<file path="src/cgd_pkg.sv">
// constants shared by the clock generation and distribution block
package cgd_pkg;
  localparam int SYS_CLK_MHZ = 200;
  localparam int PLL_LOCK_US = 250;
  localparam int PLL_LOCK_CYCLES = PLL_LOCK_US * SYS_CLK_MHZ;
  localparam int NUM_SRC = 8;
  localparam int SEL_W = 3;
  localparam int DIV_W = 16;
  localparam int SKEW_W = 2;
  localparam int NUM_DIG = 8;
  localparam int NUM_ANA = 4;
  localparam int CTW_W = 13;
  localparam int CTW_SEL_W = 4;
  localparam int FTW_W = 5;
  localparam int PLL_IN_W = 4;
  localparam int PLL_FB_W = 8;
  localparam int PLL_CRED_W = 10;
  localparam logic [PLL_FB_W-1:0] PLL_FB_MIN = 8'h04;
  localparam int WATCH_HZ = 32768;
  localparam int WATCH_W = 15;
  localparam logic [1:0] SLOW_DIV3_LAST = 2'h2;
  localparam logic [DIV_W-1:0] DIV_MIN = 16'h0002;
  localparam logic [SEL_W-1:0] SRC_MAIN_OSC = 3'h0;
  localparam logic [SEL_W-1:0] SRC_FAST_XTAL = 3'h1;
  localparam logic [SEL_W-1:0] SRC_INTERCONNECT = 3'h2;
  localparam logic [SEL_W-1:0] SRC_PLL = 3'h3;
  localparam logic [SEL_W-1:0] SRC_DOUBLER = 3'h4;
  localparam logic [SEL_W-1:0] SRC_LOW_SPEED = 3'h5;
  localparam logic [SEL_W-1:0] SRC_WATCH_XTAL = 3'h6;
  localparam logic [SEL_W-1:0] SRC_DEDICATED = 3'h7;
  localparam logic [1:0] REF_MAIN_OSC = 2'h0;
  localparam logic [1:0] REF_FAST_XTAL = 2'h1;
  localparam logic [1:0] REF_INTERCONNECT = 2'h2;
endpackage

</file>
<file path="src/cgd_div_if.sv">
// signals between the top and one clock divider
`timescale 1ns/1ps
interface cgd_div_if #(
  parameter int DIV_W = 16,
  parameter int SKEW_W = 2
);
  logic [7:0] src;
  logic [2:0] sel;
  logic [DIV_W-1:0] div;
  logic [SKEW_W-1:0] skew;
  logic clk_out;
  modport ctrl (output src, output sel, output div, output skew, input clk_out);
  modport div_end (input src, input sel, input div, input skew, output clk_out);
endinterface

</file>
<file path="src/cgd_clock_gen.sv">
// clock generation and distribution top: sources, pll, timewheels, dividers
// Functional notes
// - doubler gives twice input frequency, 24 to 48
// - doubler input: main osc, fast crystal, interconnect
// - pll 24-67 MHz, 4032 divider ratios
// - pll reference selectable, locks within 250 us
// - lock bit set; software waits for it
// - lock indication routable to interconnect for interrupt
// - low speed path gives 1k, 33k, 100k
// - central timewheel: free 13-bit counter on 1k
// - timewheel halts in hibernate and debug halt
// - firmware can clear central timewheel
// - periodic wake events, optional interrupt each
// - fast timewheel: 5-bit, terminal count, auto zero
// - fast timewheel interrupt at each terminal count
// - 33k clock is 100k divided by three
// - watch crystal gives one-second interrupt
// - eight dedicated interconnect clocks, one per digital divider; analog dividers 0-3 reuse dedicated clocks 0-3
// - all seven sources selectable, system clock chosen
// - bus clock divided from system; cpu equals bus
// - eight digital, four analog dividers; analog skew
// - 8-input mux, 16-bit divide, resync, deglitch
// - digital outputs routable out for 32-bit chaining
// - central timewheel stays wake source in sleep
`timescale 1ns/1ps
module cgd_clock_gen
  import cgd_pkg::*;
#(
  parameter int LOCK_CYCLES = PLL_LOCK_CYCLES,
  parameter int WATCH_COUNT = WATCH_HZ
) (
  // clock and reset
  input wire logic i_clk,
  input wire logic i_arst_n,
  // oscillator and interconnect clock levels
  input wire logic i_internal_main_osc,
  input wire logic i_fast_crystal_osc,
  input wire logic i_interconnect_clk,
  input wire logic i_slow_clock_1k,
  input wire logic i_slow_clock_100k,
  input wire logic i_watch_crystal_osc,
  input wire logic [NUM_DIG-1:0] i_dedicated_clk,
  // power state
  input wire logic i_sleep,
  input wire logic i_hibernate,
  input wire logic i_debug_halt,
  // doubler and pll control
  input wire logic [1:0] i_doubler_ref_sel,
  input wire logic i_pll_en,
  input wire logic [1:0] i_pll_ref_sel,
  input wire logic [PLL_IN_W-1:0] i_pll_in_div,
  input wire logic [PLL_FB_W-1:0] i_pll_fb_div,
  // timewheel control
  input wire logic i_ctw_clear,
  input wire logic i_ctw_wake_en,
  input wire logic i_ctw_irq_en,
  input wire logic [CTW_SEL_W-1:0] i_ctw_wake_sel,
  input wire logic i_ftw_en,
  input wire logic i_ftw_irq_en,
  input wire logic [FTW_W-1:0] i_ftw_terminal,
  // distribution control
  input wire logic [SEL_W-1:0] i_sys_sel,
  input wire logic [DIV_W-1:0] i_bus_div,
  input wire logic [NUM_DIG-1:0][SEL_W-1:0] i_dig_sel,
  input wire logic [NUM_DIG-1:0][DIV_W-1:0] i_dig_div,
  input wire logic [NUM_ANA-1:0][SEL_W-1:0] i_ana_sel,
  input wire logic [NUM_ANA-1:0][DIV_W-1:0] i_ana_div,
  input wire logic [NUM_ANA-1:0][SKEW_W-1:0] i_ana_skew,
  // generated clocks and strobes
  output logic o_usb_clk_strobe,
  output logic o_pll_clk_strobe,
  output logic o_pll_locked,
  output logic o_pll_lock_route,
  output logic o_slow_clock_1k,
  output logic o_slow_clock_33k,
  output logic o_slow_clock_100k,
  output logic o_sys_clk_strobe,
  output logic o_bus_clk,
  output logic o_cpu_clk,
  output logic [NUM_DIG-1:0] o_dig_clk,
  output logic [NUM_ANA-1:0] o_ana_clk,
  // timewheels and real time
  output logic [CTW_W-1:0] o_ctw_count,
  output logic o_ctw_wake,
  output logic o_ctw_irq,
  output logic [FTW_W-1:0] o_ftw_count,
  output logic o_ftw_irq,
  output logic o_rtc_second
);
  localparam int LOCK_W = $clog2(LOCK_CYCLES + 1);
  localparam int WW = $clog2(WATCH_COUNT + 1);

  // *****************************
  // edge detection of source levels
  // *****************************
  logic [5:0] lvl_prev_reg;
  logic [NUM_DIG-1:0] ded_prev_reg;
  logic [5:0] lvl_now;
  logic [5:0] rise;
  logic [NUM_DIG-1:0] ded_rise;

  assign lvl_now = {i_watch_crystal_osc, i_slow_clock_100k, i_slow_clock_1k,
                    i_interconnect_clk, i_fast_crystal_osc, i_internal_main_osc};
  assign rise = lvl_now & ~lvl_prev_reg;
  assign ded_rise = i_dedicated_clk & ~ded_prev_reg;

  always_ff @(posedge i_clk or negedge i_arst_n) begin
    if (!i_arst_n) begin
      lvl_prev_reg <= 6'h00;
      ded_prev_reg <= '0;
    end else begin
      lvl_prev_reg <= lvl_now;
      ded_prev_reg <= i_dedicated_clk;
    end
  end

  // *****************************
  // clock doubler
  // *****************************
  logic dbl_lvl;
  logic dbl_prev;
  always_comb begin
    unique case (i_doubler_ref_sel)
      REF_FAST_XTAL: dbl_lvl = lvl_now[1];
      REF_INTERCONNECT: dbl_lvl = lvl_now[2];
      default: dbl_lvl = lvl_now[0];
    endcase
  end
  always_comb begin
    unique case (i_doubler_ref_sel)
      REF_FAST_XTAL: dbl_prev = lvl_prev_reg[1];
      REF_INTERCONNECT: dbl_prev = lvl_prev_reg[2];
      default: dbl_prev = lvl_prev_reg[0];
    endcase
  end

  // both input edges give one strobe each: two per input period
  always_ff @(posedge i_clk or negedge i_arst_n) begin
    if (!i_arst_n) begin
      o_usb_clk_strobe <= 1'b0;
    end else begin
      o_usb_clk_strobe <= dbl_lvl ^ dbl_prev;
    end
  end

  // *****************************
  // pll: lock timer and rate multiplier
  // *****************************
  logic [LOCK_W-1:0] lock_cnt_reg;
  logic locked_prev_reg;
  logic [PLL_CRED_W-1:0] cred_reg;
  logic ref_rise;
  logic [PLL_FB_W-1:0] fb_eff;
  logic [PLL_IN_W:0] in_eff;
  logic emit;
  logic [PLL_CRED_W:0] cred_sum;

  always_comb begin
    unique case (i_pll_ref_sel)
      REF_FAST_XTAL: ref_rise = rise[1];
      REF_INTERCONNECT: ref_rise = rise[2];
      default: ref_rise = rise[0];
    endcase
  end

  // 16 input by 252 feedback settings
  assign fb_eff = (i_pll_fb_div < PLL_FB_MIN) ? PLL_FB_MIN : i_pll_fb_div;
  assign in_eff = {1'b0, i_pll_in_div} + (PLL_IN_W + 1)'(1);
  assign emit = o_pll_locked && (cred_reg >= PLL_CRED_W'(in_eff));
  assign cred_sum = {1'b0, cred_reg} + (ref_rise ? (PLL_CRED_W + 1)'(fb_eff) : '0)
                    - (emit ? (PLL_CRED_W + 1)'(in_eff) : '0);

  always_ff @(posedge i_clk or negedge i_arst_n) begin
    if (!i_arst_n) begin
      lock_cnt_reg <= '0;
      o_pll_locked <= 1'b0;
    end else if (!i_pll_en) begin
      lock_cnt_reg <= '0;
      o_pll_locked <= 1'b0;
    end else if (lock_cnt_reg == LOCK_W'(LOCK_CYCLES - 1)) begin
      o_pll_locked <= 1'b1;
    end else begin
      lock_cnt_reg <= lock_cnt_reg + LOCK_W'(1);
    end
  end

  always_ff @(posedge i_clk or negedge i_arst_n) begin
    if (!i_arst_n) begin
      locked_prev_reg <= 1'b0;
      o_pll_lock_route <= 1'b0;
    end else begin
      locked_prev_reg <= o_pll_locked;
      o_pll_lock_route <= o_pll_locked & ~locked_prev_reg;
    end
  end

  // saturation keeps a fast reference from wrapping the credit
  always_ff @(posedge i_clk or negedge i_arst_n) begin
    if (!i_arst_n) begin
      cred_reg <= '0;
      o_pll_clk_strobe <= 1'b0;
    end else if (!o_pll_locked) begin
      cred_reg <= '0;
      o_pll_clk_strobe <= 1'b0;
    end else begin
      cred_reg <= cred_sum[PLL_CRED_W] ? '1 : cred_sum[PLL_CRED_W-1:0];
      o_pll_clk_strobe <= emit;
    end
  end

  // *****************************
  // low speed clocks
  // *****************************
  logic [1:0] div3_reg;
  always_ff @(posedge i_clk or negedge i_arst_n) begin
    if (!i_arst_n) begin
      div3_reg <= 2'h0;
      o_slow_clock_33k <= 1'b0;
      o_slow_clock_1k <= 1'b0;
      o_slow_clock_100k <= 1'b0;
    end else begin
      o_slow_clock_1k <= i_slow_clock_1k;
      o_slow_clock_100k <= i_slow_clock_100k;
      if (rise[4]) begin
        div3_reg <= (div3_reg == SLOW_DIV3_LAST) ? 2'h0 : div3_reg + 2'h1;
        o_slow_clock_33k <= (div3_reg == SLOW_DIV3_LAST);
      end
    end
  end

  // *****************************
  // central timewheel
  // *****************************
  logic ctw_tick;
  logic [CTW_W-1:0] wake_mask;
  logic ctw_hit;
  // sleep does not stop it, only hibernate and debug halt
  assign ctw_tick = rise[3] && !i_hibernate && !i_debug_halt;
  assign wake_mask = ~({CTW_W{1'b1}} << i_ctw_wake_sel);
  assign ctw_hit = ctw_tick && ((o_ctw_count & wake_mask) == wake_mask);

  always_ff @(posedge i_clk or negedge i_arst_n) begin
    if (!i_arst_n) begin
      o_ctw_count <= '0;
    end else if (i_ctw_clear) begin
      o_ctw_count <= '0;
    end else if (ctw_tick) begin
      o_ctw_count <= o_ctw_count + CTW_W'(1);
    end
  end

  always_ff @(posedge i_clk or negedge i_arst_n) begin
    if (!i_arst_n) begin
      o_ctw_wake <= 1'b0;
      o_ctw_irq <= 1'b0;
    end else begin
      o_ctw_wake <= ctw_hit && i_ctw_wake_en && !i_ctw_clear;
      o_ctw_irq <= ctw_hit && i_ctw_wake_en && i_ctw_irq_en && !i_ctw_clear;
    end
  end

  // *****************************
  // fast timewheel
  // *****************************
  logic ftw_tc;
  assign ftw_tc = (o_ftw_count == i_ftw_terminal);
  always_ff @(posedge i_clk or negedge i_arst_n) begin
    if (!i_arst_n) begin
      o_ftw_count <= '0;
      o_ftw_irq <= 1'b0;
    end else begin
      o_ftw_irq <= 1'b0;
      if (!i_ftw_en) begin
        o_ftw_count <= '0;
      end else if (rise[4]) begin
        o_ftw_count <= ftw_tc ? '0 : o_ftw_count + FTW_W'(1);
        o_ftw_irq <= ftw_tc && i_ftw_irq_en;
      end
    end
  end

  // *****************************
  // watch crystal seconds
  // *****************************
  logic [WW-1:0] sec_cnt_reg;
  always_ff @(posedge i_clk or negedge i_arst_n) begin
    if (!i_arst_n) begin
      sec_cnt_reg <= '0;
      o_rtc_second <= 1'b0;
    end else begin
      o_rtc_second <= 1'b0;
      if (rise[5]) begin
        if (sec_cnt_reg == WW'(WATCH_COUNT - 1)) begin
          sec_cnt_reg <= '0;
          o_rtc_second <= 1'b1;
        end else begin
          sec_cnt_reg <= sec_cnt_reg + WW'(1);
        end
      end
    end
  end

  // *****************************
  // system clock and divider bank
  // *****************************
  logic [NUM_SRC-2:0] gen_src;
  logic sys_strobe;
  assign gen_src = {rise[5], rise[4], o_usb_clk_strobe, o_pll_clk_strobe, rise[2], rise[1], rise[0]};
  // code seven has no source and falls back to the main oscillator
  assign sys_strobe = (i_sys_sel == SRC_DEDICATED) ? gen_src[SRC_MAIN_OSC] : gen_src[i_sys_sel];

  always_ff @(posedge i_clk or negedge i_arst_n) begin
    if (!i_arst_n) begin
      o_sys_clk_strobe <= 1'b0;
    end else begin
      o_sys_clk_strobe <= sys_strobe;
    end
  end

  cgd_div_if #(.DIV_W(DIV_W), .SKEW_W(SKEW_W)) dig_if [NUM_DIG] ();
  cgd_div_if #(.DIV_W(DIV_W), .SKEW_W(SKEW_W)) ana_if [NUM_ANA] ();
  cgd_div_if #(.DIV_W(DIV_W), .SKEW_W(SKEW_W)) bus_if ();

  genvar g;
  generate
    for (g = 0; g < NUM_DIG; g++) begin : g_dig
      assign dig_if[g].src = {ded_rise[g], gen_src};
      assign dig_if[g].sel = i_dig_sel[g];
      assign dig_if[g].div = i_dig_div[g];
      assign dig_if[g].skew = '0;
      // leaves as a port so the interconnect can feed it back in
      assign o_dig_clk[g] = dig_if[g].clk_out;
      cgd_divider u_div (.i_clk(i_clk), .i_arst_n(i_arst_n), .bus(dig_if[g]));
    end
    for (g = 0; g < NUM_ANA; g++) begin : g_ana
      assign ana_if[g].src = {ded_rise[g], gen_src};
      assign ana_if[g].sel = i_ana_sel[g];
      assign ana_if[g].div = i_ana_div[g];
      assign ana_if[g].skew = i_ana_skew[g];
      assign o_ana_clk[g] = ana_if[g].clk_out;
      cgd_divider u_div (.i_clk(i_clk), .i_arst_n(i_arst_n), .bus(ana_if[g]));
    end
  endgenerate

  assign bus_if.src = {NUM_SRC{o_sys_clk_strobe}};
  assign bus_if.sel = SRC_MAIN_OSC;
  assign bus_if.div = i_bus_div;
  assign bus_if.skew = '0;
  cgd_divider u_bus_div (.i_clk(i_clk), .i_arst_n(i_arst_n), .bus(bus_if));

  assign o_bus_clk = bus_if.clk_out;
  assign o_cpu_clk = bus_if.clk_out;
endmodule // cgd_clock_gen

</file>
<file path="src/cgd_divider.sv">
// one 16-bit clock divider with source mux, boundary reload and skew delay
`timescale 1ns/1ps
module cgd_divider
  import cgd_pkg::*;
#(
  parameter int DW = DIV_W,
  parameter int SW = SKEW_W
) (
  // clock and reset
  input wire logic i_clk,
  input wire logic i_arst_n,
  // control and output
  cgd_div_if.div_end bus
);
  localparam int TAPS = (1 << SW) - 1;
  localparam logic [DW-1:0] DMIN = DW'(DIV_MIN);

  logic [2:0] sel_reg;
  logic [DW-1:0] n_reg;
  logic [DW-1:0] cnt_reg;
  logic lvl_reg;
  logic [TAPS-1:0] sh_reg;
  logic out_reg;
  logic src_edge;
  logic [DW-1:0] n_next;

  assign src_edge = bus.src[sel_reg];
  // values below two are raised to two
  assign n_next = (bus.div < DMIN) ? DMIN : bus.div;

  // *****************************
  // count, reload only at boundary
  // *****************************
  always_ff @(posedge i_clk or negedge i_arst_n) begin
    if (!i_arst_n) begin
      sel_reg <= 3'h0;
      n_reg <= DMIN;
      cnt_reg <= '0;
    end else if (src_edge) begin
      if (cnt_reg == n_reg - DW'(1)) begin
        cnt_reg <= '0;
        sel_reg <= bus.sel;
        n_reg <= n_next;
      end else begin
        cnt_reg <= cnt_reg + DW'(1);
      end
    end
  end

  // *****************************
  // resync, skew, deglitched output
  // *****************************
  always_ff @(posedge i_clk or negedge i_arst_n) begin
    if (!i_arst_n) begin
      lvl_reg <= 1'b0;
      sh_reg <= '0;
      out_reg <= 1'b0;
    end else begin
      lvl_reg <= (cnt_reg < (n_reg >> 1));
      sh_reg <= TAPS'({sh_reg, lvl_reg});
      // a registered tap keeps mux switching off the clock consumers
      out_reg <= (bus.skew == '0) ? lvl_reg : sh_reg[bus.skew - SW'(1)];
    end
  end

  assign bus.clk_out = out_reg;
endmodule // cgd_divider

</file>
<file path="config.mk">
export PLATFORM = sky130hd
export DESIGN_NAME = cgd_clock_gen
export DESIGN_NICKNAME = d
export VERILOG_FILES = /design/src/cgd_pkg.sv /design/src/cgd_div_if.sv /design/src/cgd_clock_gen.sv /design/src/cgd_divider.sv
export SDC_FILE = /design/constraint.sdc
export NUM_CORES = 2
export LEC_CHECK = 0
export ABC_AREA = 1
export BUFFER_PORTS_ARGS = -buffer_cell sky130_fd_sc_hd__clkbuf_2
export CORE_MARGIN = 5
export CORE_UTILIZATION = 25
export DETAILED_ROUTE_END_ITERATION = 10
export PLACE_DENSITY = 0.52
export SLEW_MARGIN = 20
export SYNTH_ARGS = -nofsm -noshare
export SYNTH_HDL_FRONTEND = slang
export SYNTH_SLANG_ARGS = --single-unit
</file>
<file path="constraint.sdc">
create_clock -name i_clk -period 3.5 [get_ports i_clk]
set_clock_uncertainty 0.1 [all_clocks]
set_input_delay 0.7 -clock i_clk [delete_from_list [all_inputs] [get_ports i_clk]]
set_output_delay 0.7 -clock i_clk [all_outputs]
set_load 0.005 [all_outputs]
</file>
==> parameters.txt <==
Parameter                              Value

Status
  Status ... finished, final reports clean

GRT
  Pin count of the biggest net entering global routing ... 76
  Total routing resource utilization after global routing ... 14.7%
  Via count of the first global-routing pass ... 41,174
  Initial antenna violation count ... 20
  Overflow after GRT ... 0
  Wire length of the first global-routing pass ... 222,000 µm

Die
  Row count ... 154
  Initial core utilization ... 25.2%
  I/O pin count ... 349
  Die Area ... 186,000 µm²
  Die Ht ... 432 µm
  Die X-Extent ... 432 µm
  Area of the core ... 176,000 µm²

Logic synthesis
  Mapped cell area ... 44,400 µm²
  Avg Cell Area, Syn ... 6.86 µm²
  Sequential-to-total area share from yosys stat ... 32.5%
  Share of the synthesized area in the top cell type ... 31.8%
  Number of standard cells after synthesis ... 6,473
  Most area-consuming cells after synthesis ... sky130_fd_sc_hd__dfrtp_1, sky130_fd_sc_hd__nand2_1, sky130_fd_sc_hd__nand3_1, sky130_fd_sc_hd__inv_1, sky130_fd_sc_hd__ha_1
  Prevailing post-synth register cell ... sky130_fd_sc_hd__dfrtp_1
  Post-synth cell types ... 62
  Flip-flop and latch count after synthesis ... 577
  Syn Nets ... 7,025
  Proportion of register bits with asynchronous set or reset after synthesis ... 100%
  Library cell with the largest summed area after synthesis ... sky130_fd_sc_hd__dfrtp_1
  EDFF count, synth ... 0
  Warnings, synthesis ... 0

Clocking
  Post-CTS clock slew at the launch and capture registers of the worst setup and hold paths ... 0.05 ns
  Longest Clk Path Bufs ... 3
  Number of H-tree levels ... 3
  CTS Root Cell ... sky130_fd_sc_hd__clkbuf_16
  TritonCTS clock tree ... yes
  CTS Buf Count ... 84
  Clock insertion delay at the later pin of the skew report ... 0.70 ns
  Num Clock Sinks ... 577

Worst hold path
  Worst min path class ... input port to flop

Final layout
  Signed area change from the synthesized netlist to the final layout ... 18.1%
  Share of cells above drive strength 1 ... 11.8%
  Number of fill cells in the layout ... 19,393
  Leading cell type in the layout, fill and taps excluded ... sky130_fd_sc_hd__nand2_1
  Most frequent cells in the layout ... sky130_fd_sc_hd__nand2_1, sky130_fd_sc_hd__inv_1, sky130_fd_sc_hd__nand3_1
  Net count reported at finish ... 7,431

STA
  Number of endpoints with negative hold slack in the final report ... 0
  Post-route setup TNS ... 0 ns
  Max-slew violation count ... 0
  Slew at the pin closest to its max-slew limit ... 0.705 ns
  Period utilization ... 97.7%
  Relative slew slack ... 52.6%
  Time the worst path needs with I/O delays and setup ... 3.42 ns
  Maximum achievable frequency ... 292 MHz
  Final setup violation count ... 0

Setup path
  Worst path arrival time ... 3.93 ns
  WS Path Type ... input port to flop
  Slowest stage delay, CP ... 0.45 ns
  CP cell instances ... buf_4 > ha_4 > nand2_1 > nand2_1 > ha_1 > a21oi_4 > nor3_2 > o31ai_1 > nand4_1 > nand2_2 > inv_2 > nand3_2 > fa_1 > ha_4 > nand2_2 > nor2_4 > nand3_2 > nand3_4 > xor2_4 > o21ai_1 > inv_1
  Crit path max fanout ... 8
  Slowest cell on crit path ... sky130_fd_sc_hd__fa_1
  Startpoint type of the worst setup path ... input port
  Setup crit end kind ... flop
  Critical Path RT ... 4.01 ns
  Worst setup slack for register-to-register paths ... 0.13 ns

Power
  Pwr per Cell Area ... 396 nW/µm²
  P_leak ... 28.0 nW
  Worst vdd ir ... 0.313 mV
  PnR Total Power ... 20.8 mW

Route
  Residual DRC count ... 0
  Antenna viol nets, final ... 0
  Total wire length after detailed routing ... 139,000 µm
  First-pass detailed-route iteration total ... 5
  Routed wire per std cell ... 14.9 µm
  Violation count after the first detailed-route iteration ... 2,227
  Via total after detailed routing ... 42,063
  Average vias per placed instance ... 4.52

Flow run
  Count of maximum capacitance violations ... 0

Placement
  Number of buffers added on ports ... 347
  Routability congestion estimate from global placement ... 0.890
  Estimated wirelength of the detail-placed design ... 110,000 µm
-- kinds of logic (layout without fill, tap and decap cells) --
family,after synthesis,after routing,share of synthesized area [%]
AOI/OAI and AO/OA,449,449,5.91
DFF,577,577,32.5
xor gates and xnor gates,338,338,6.74
other,0,13,0
buffers and inverters,1089,1564,9.97
adders and majority gates,247,247,7.04
and+or+nand+nor,3773,3773,37.8
-- synthesized netlist by cell type, drive strengths merged (7+ instances only) --
cell	instances
nand3b	70
nor3	114
a22oi	7
o21bai	13
xor2	221
dfrtp	564
inv	951
nor2	628
nand4	156
a21o	14
nand2	1977
nor2b	7
o211ai	30
nand3	720
o21a	16
a21oi	165
nor4	76
xnor2	115
o21ai	145
dfstp	13
ha	242
a211oi	28
a21boi	14
clkbuf	39
and2	9
buf	97
-- critical path, delay by kind of cell --
kind / cells / cell delay [ns]
AOI/OAI and AO/OA: 3 / 0.51
xor gates and xnor gates: 1 / 0.27
adders and majority gates: 4 / 1.16
buffers and inverters: 3 / 0.28
and+or+nand+nor: 10 / 1.00
-- cell type report --
class,count,area [µm²],share of cell area [%]
sequential,577,14500,27.6
tap,2340,2930,5.58
timing repair buffer,456,2700,5.15
clock inverter,38,505,0.963
clock buffer,117,2440,4.65
multi-input combinational,4807,25800,49.2
antenna,13,32.5,0.0620
inverter,953,3580,6.83
-- path summary, 6_finish.rpt --
| kind | cells after the start | from | endpoint |
|---|---|---|---|
| setup / recovery | 21 | i_pll_in_div[0] | cred_reg[1] |
| hold / removal | 2 | i_ctw_irq_en | o_ctw_irq |
| setup reg to reg | 17 | cred_reg[3] | cred_reg[1] |
| hold reg to reg | 0 | g_dig[6].u_div.lvl_reg | g_dig[6].u_div.bus.clk_out |
| max in group asynchronous | 4 | i_arst_n | g_dig[3].u_div.n_reg[14] |
| min in group asynchronous | 2 | i_arst_n | g_dig[5].u_div.cnt_reg[1] |
-- stage by stage --
step / area, µm² / setup WS [ns] / hold slack, ns / utilization (%) / instances
2_1_floorplan: 44500 / -0.230 / 0.231 / - / 6473
3_3_place_gp: 49100 / -0.684 / 0.234 / 27.8 / 9118
3_5_place_dp: 49100 / -0.663 / 0.236 / 27.8 / 9118
4_1_cts: 52200 / 0.0168 / 0.0259 / 29.6 / 9285
5_1_grt: 52500 / -0.0456 / 0.0721 / 29.7 / 9301
6_report: 52500 / 0.0797 / 0.129 / 29.7 / 9301
-- layer usage --
metal  GRT usage [%]  routed length (µm)
met5               0                  27
met4            7.67                6820
met3            1.75                4450
met2            25.9               68700
met1            17.5               58900
-- power by group --
part           switching [mW]  internal [mW]  total (mW)
Clock                    3.48           5.60        9.08
Combinational            2.27           1.53        3.80
Sequential              0.729           7.15        7.88
Total                    6.47           14.3        20.8
-- timing repair --
item / 4_1_cts / 5_1_grt
hold buffers: 12 / 0
endpoints found under the setup margin: 0 / 10
endpoints found under the hold margin: 43 / 0
buffers inserted: 0 / 3
gates resized for setup: 0 / 57
Note: power is estimated with default switching activity, not from simulation.
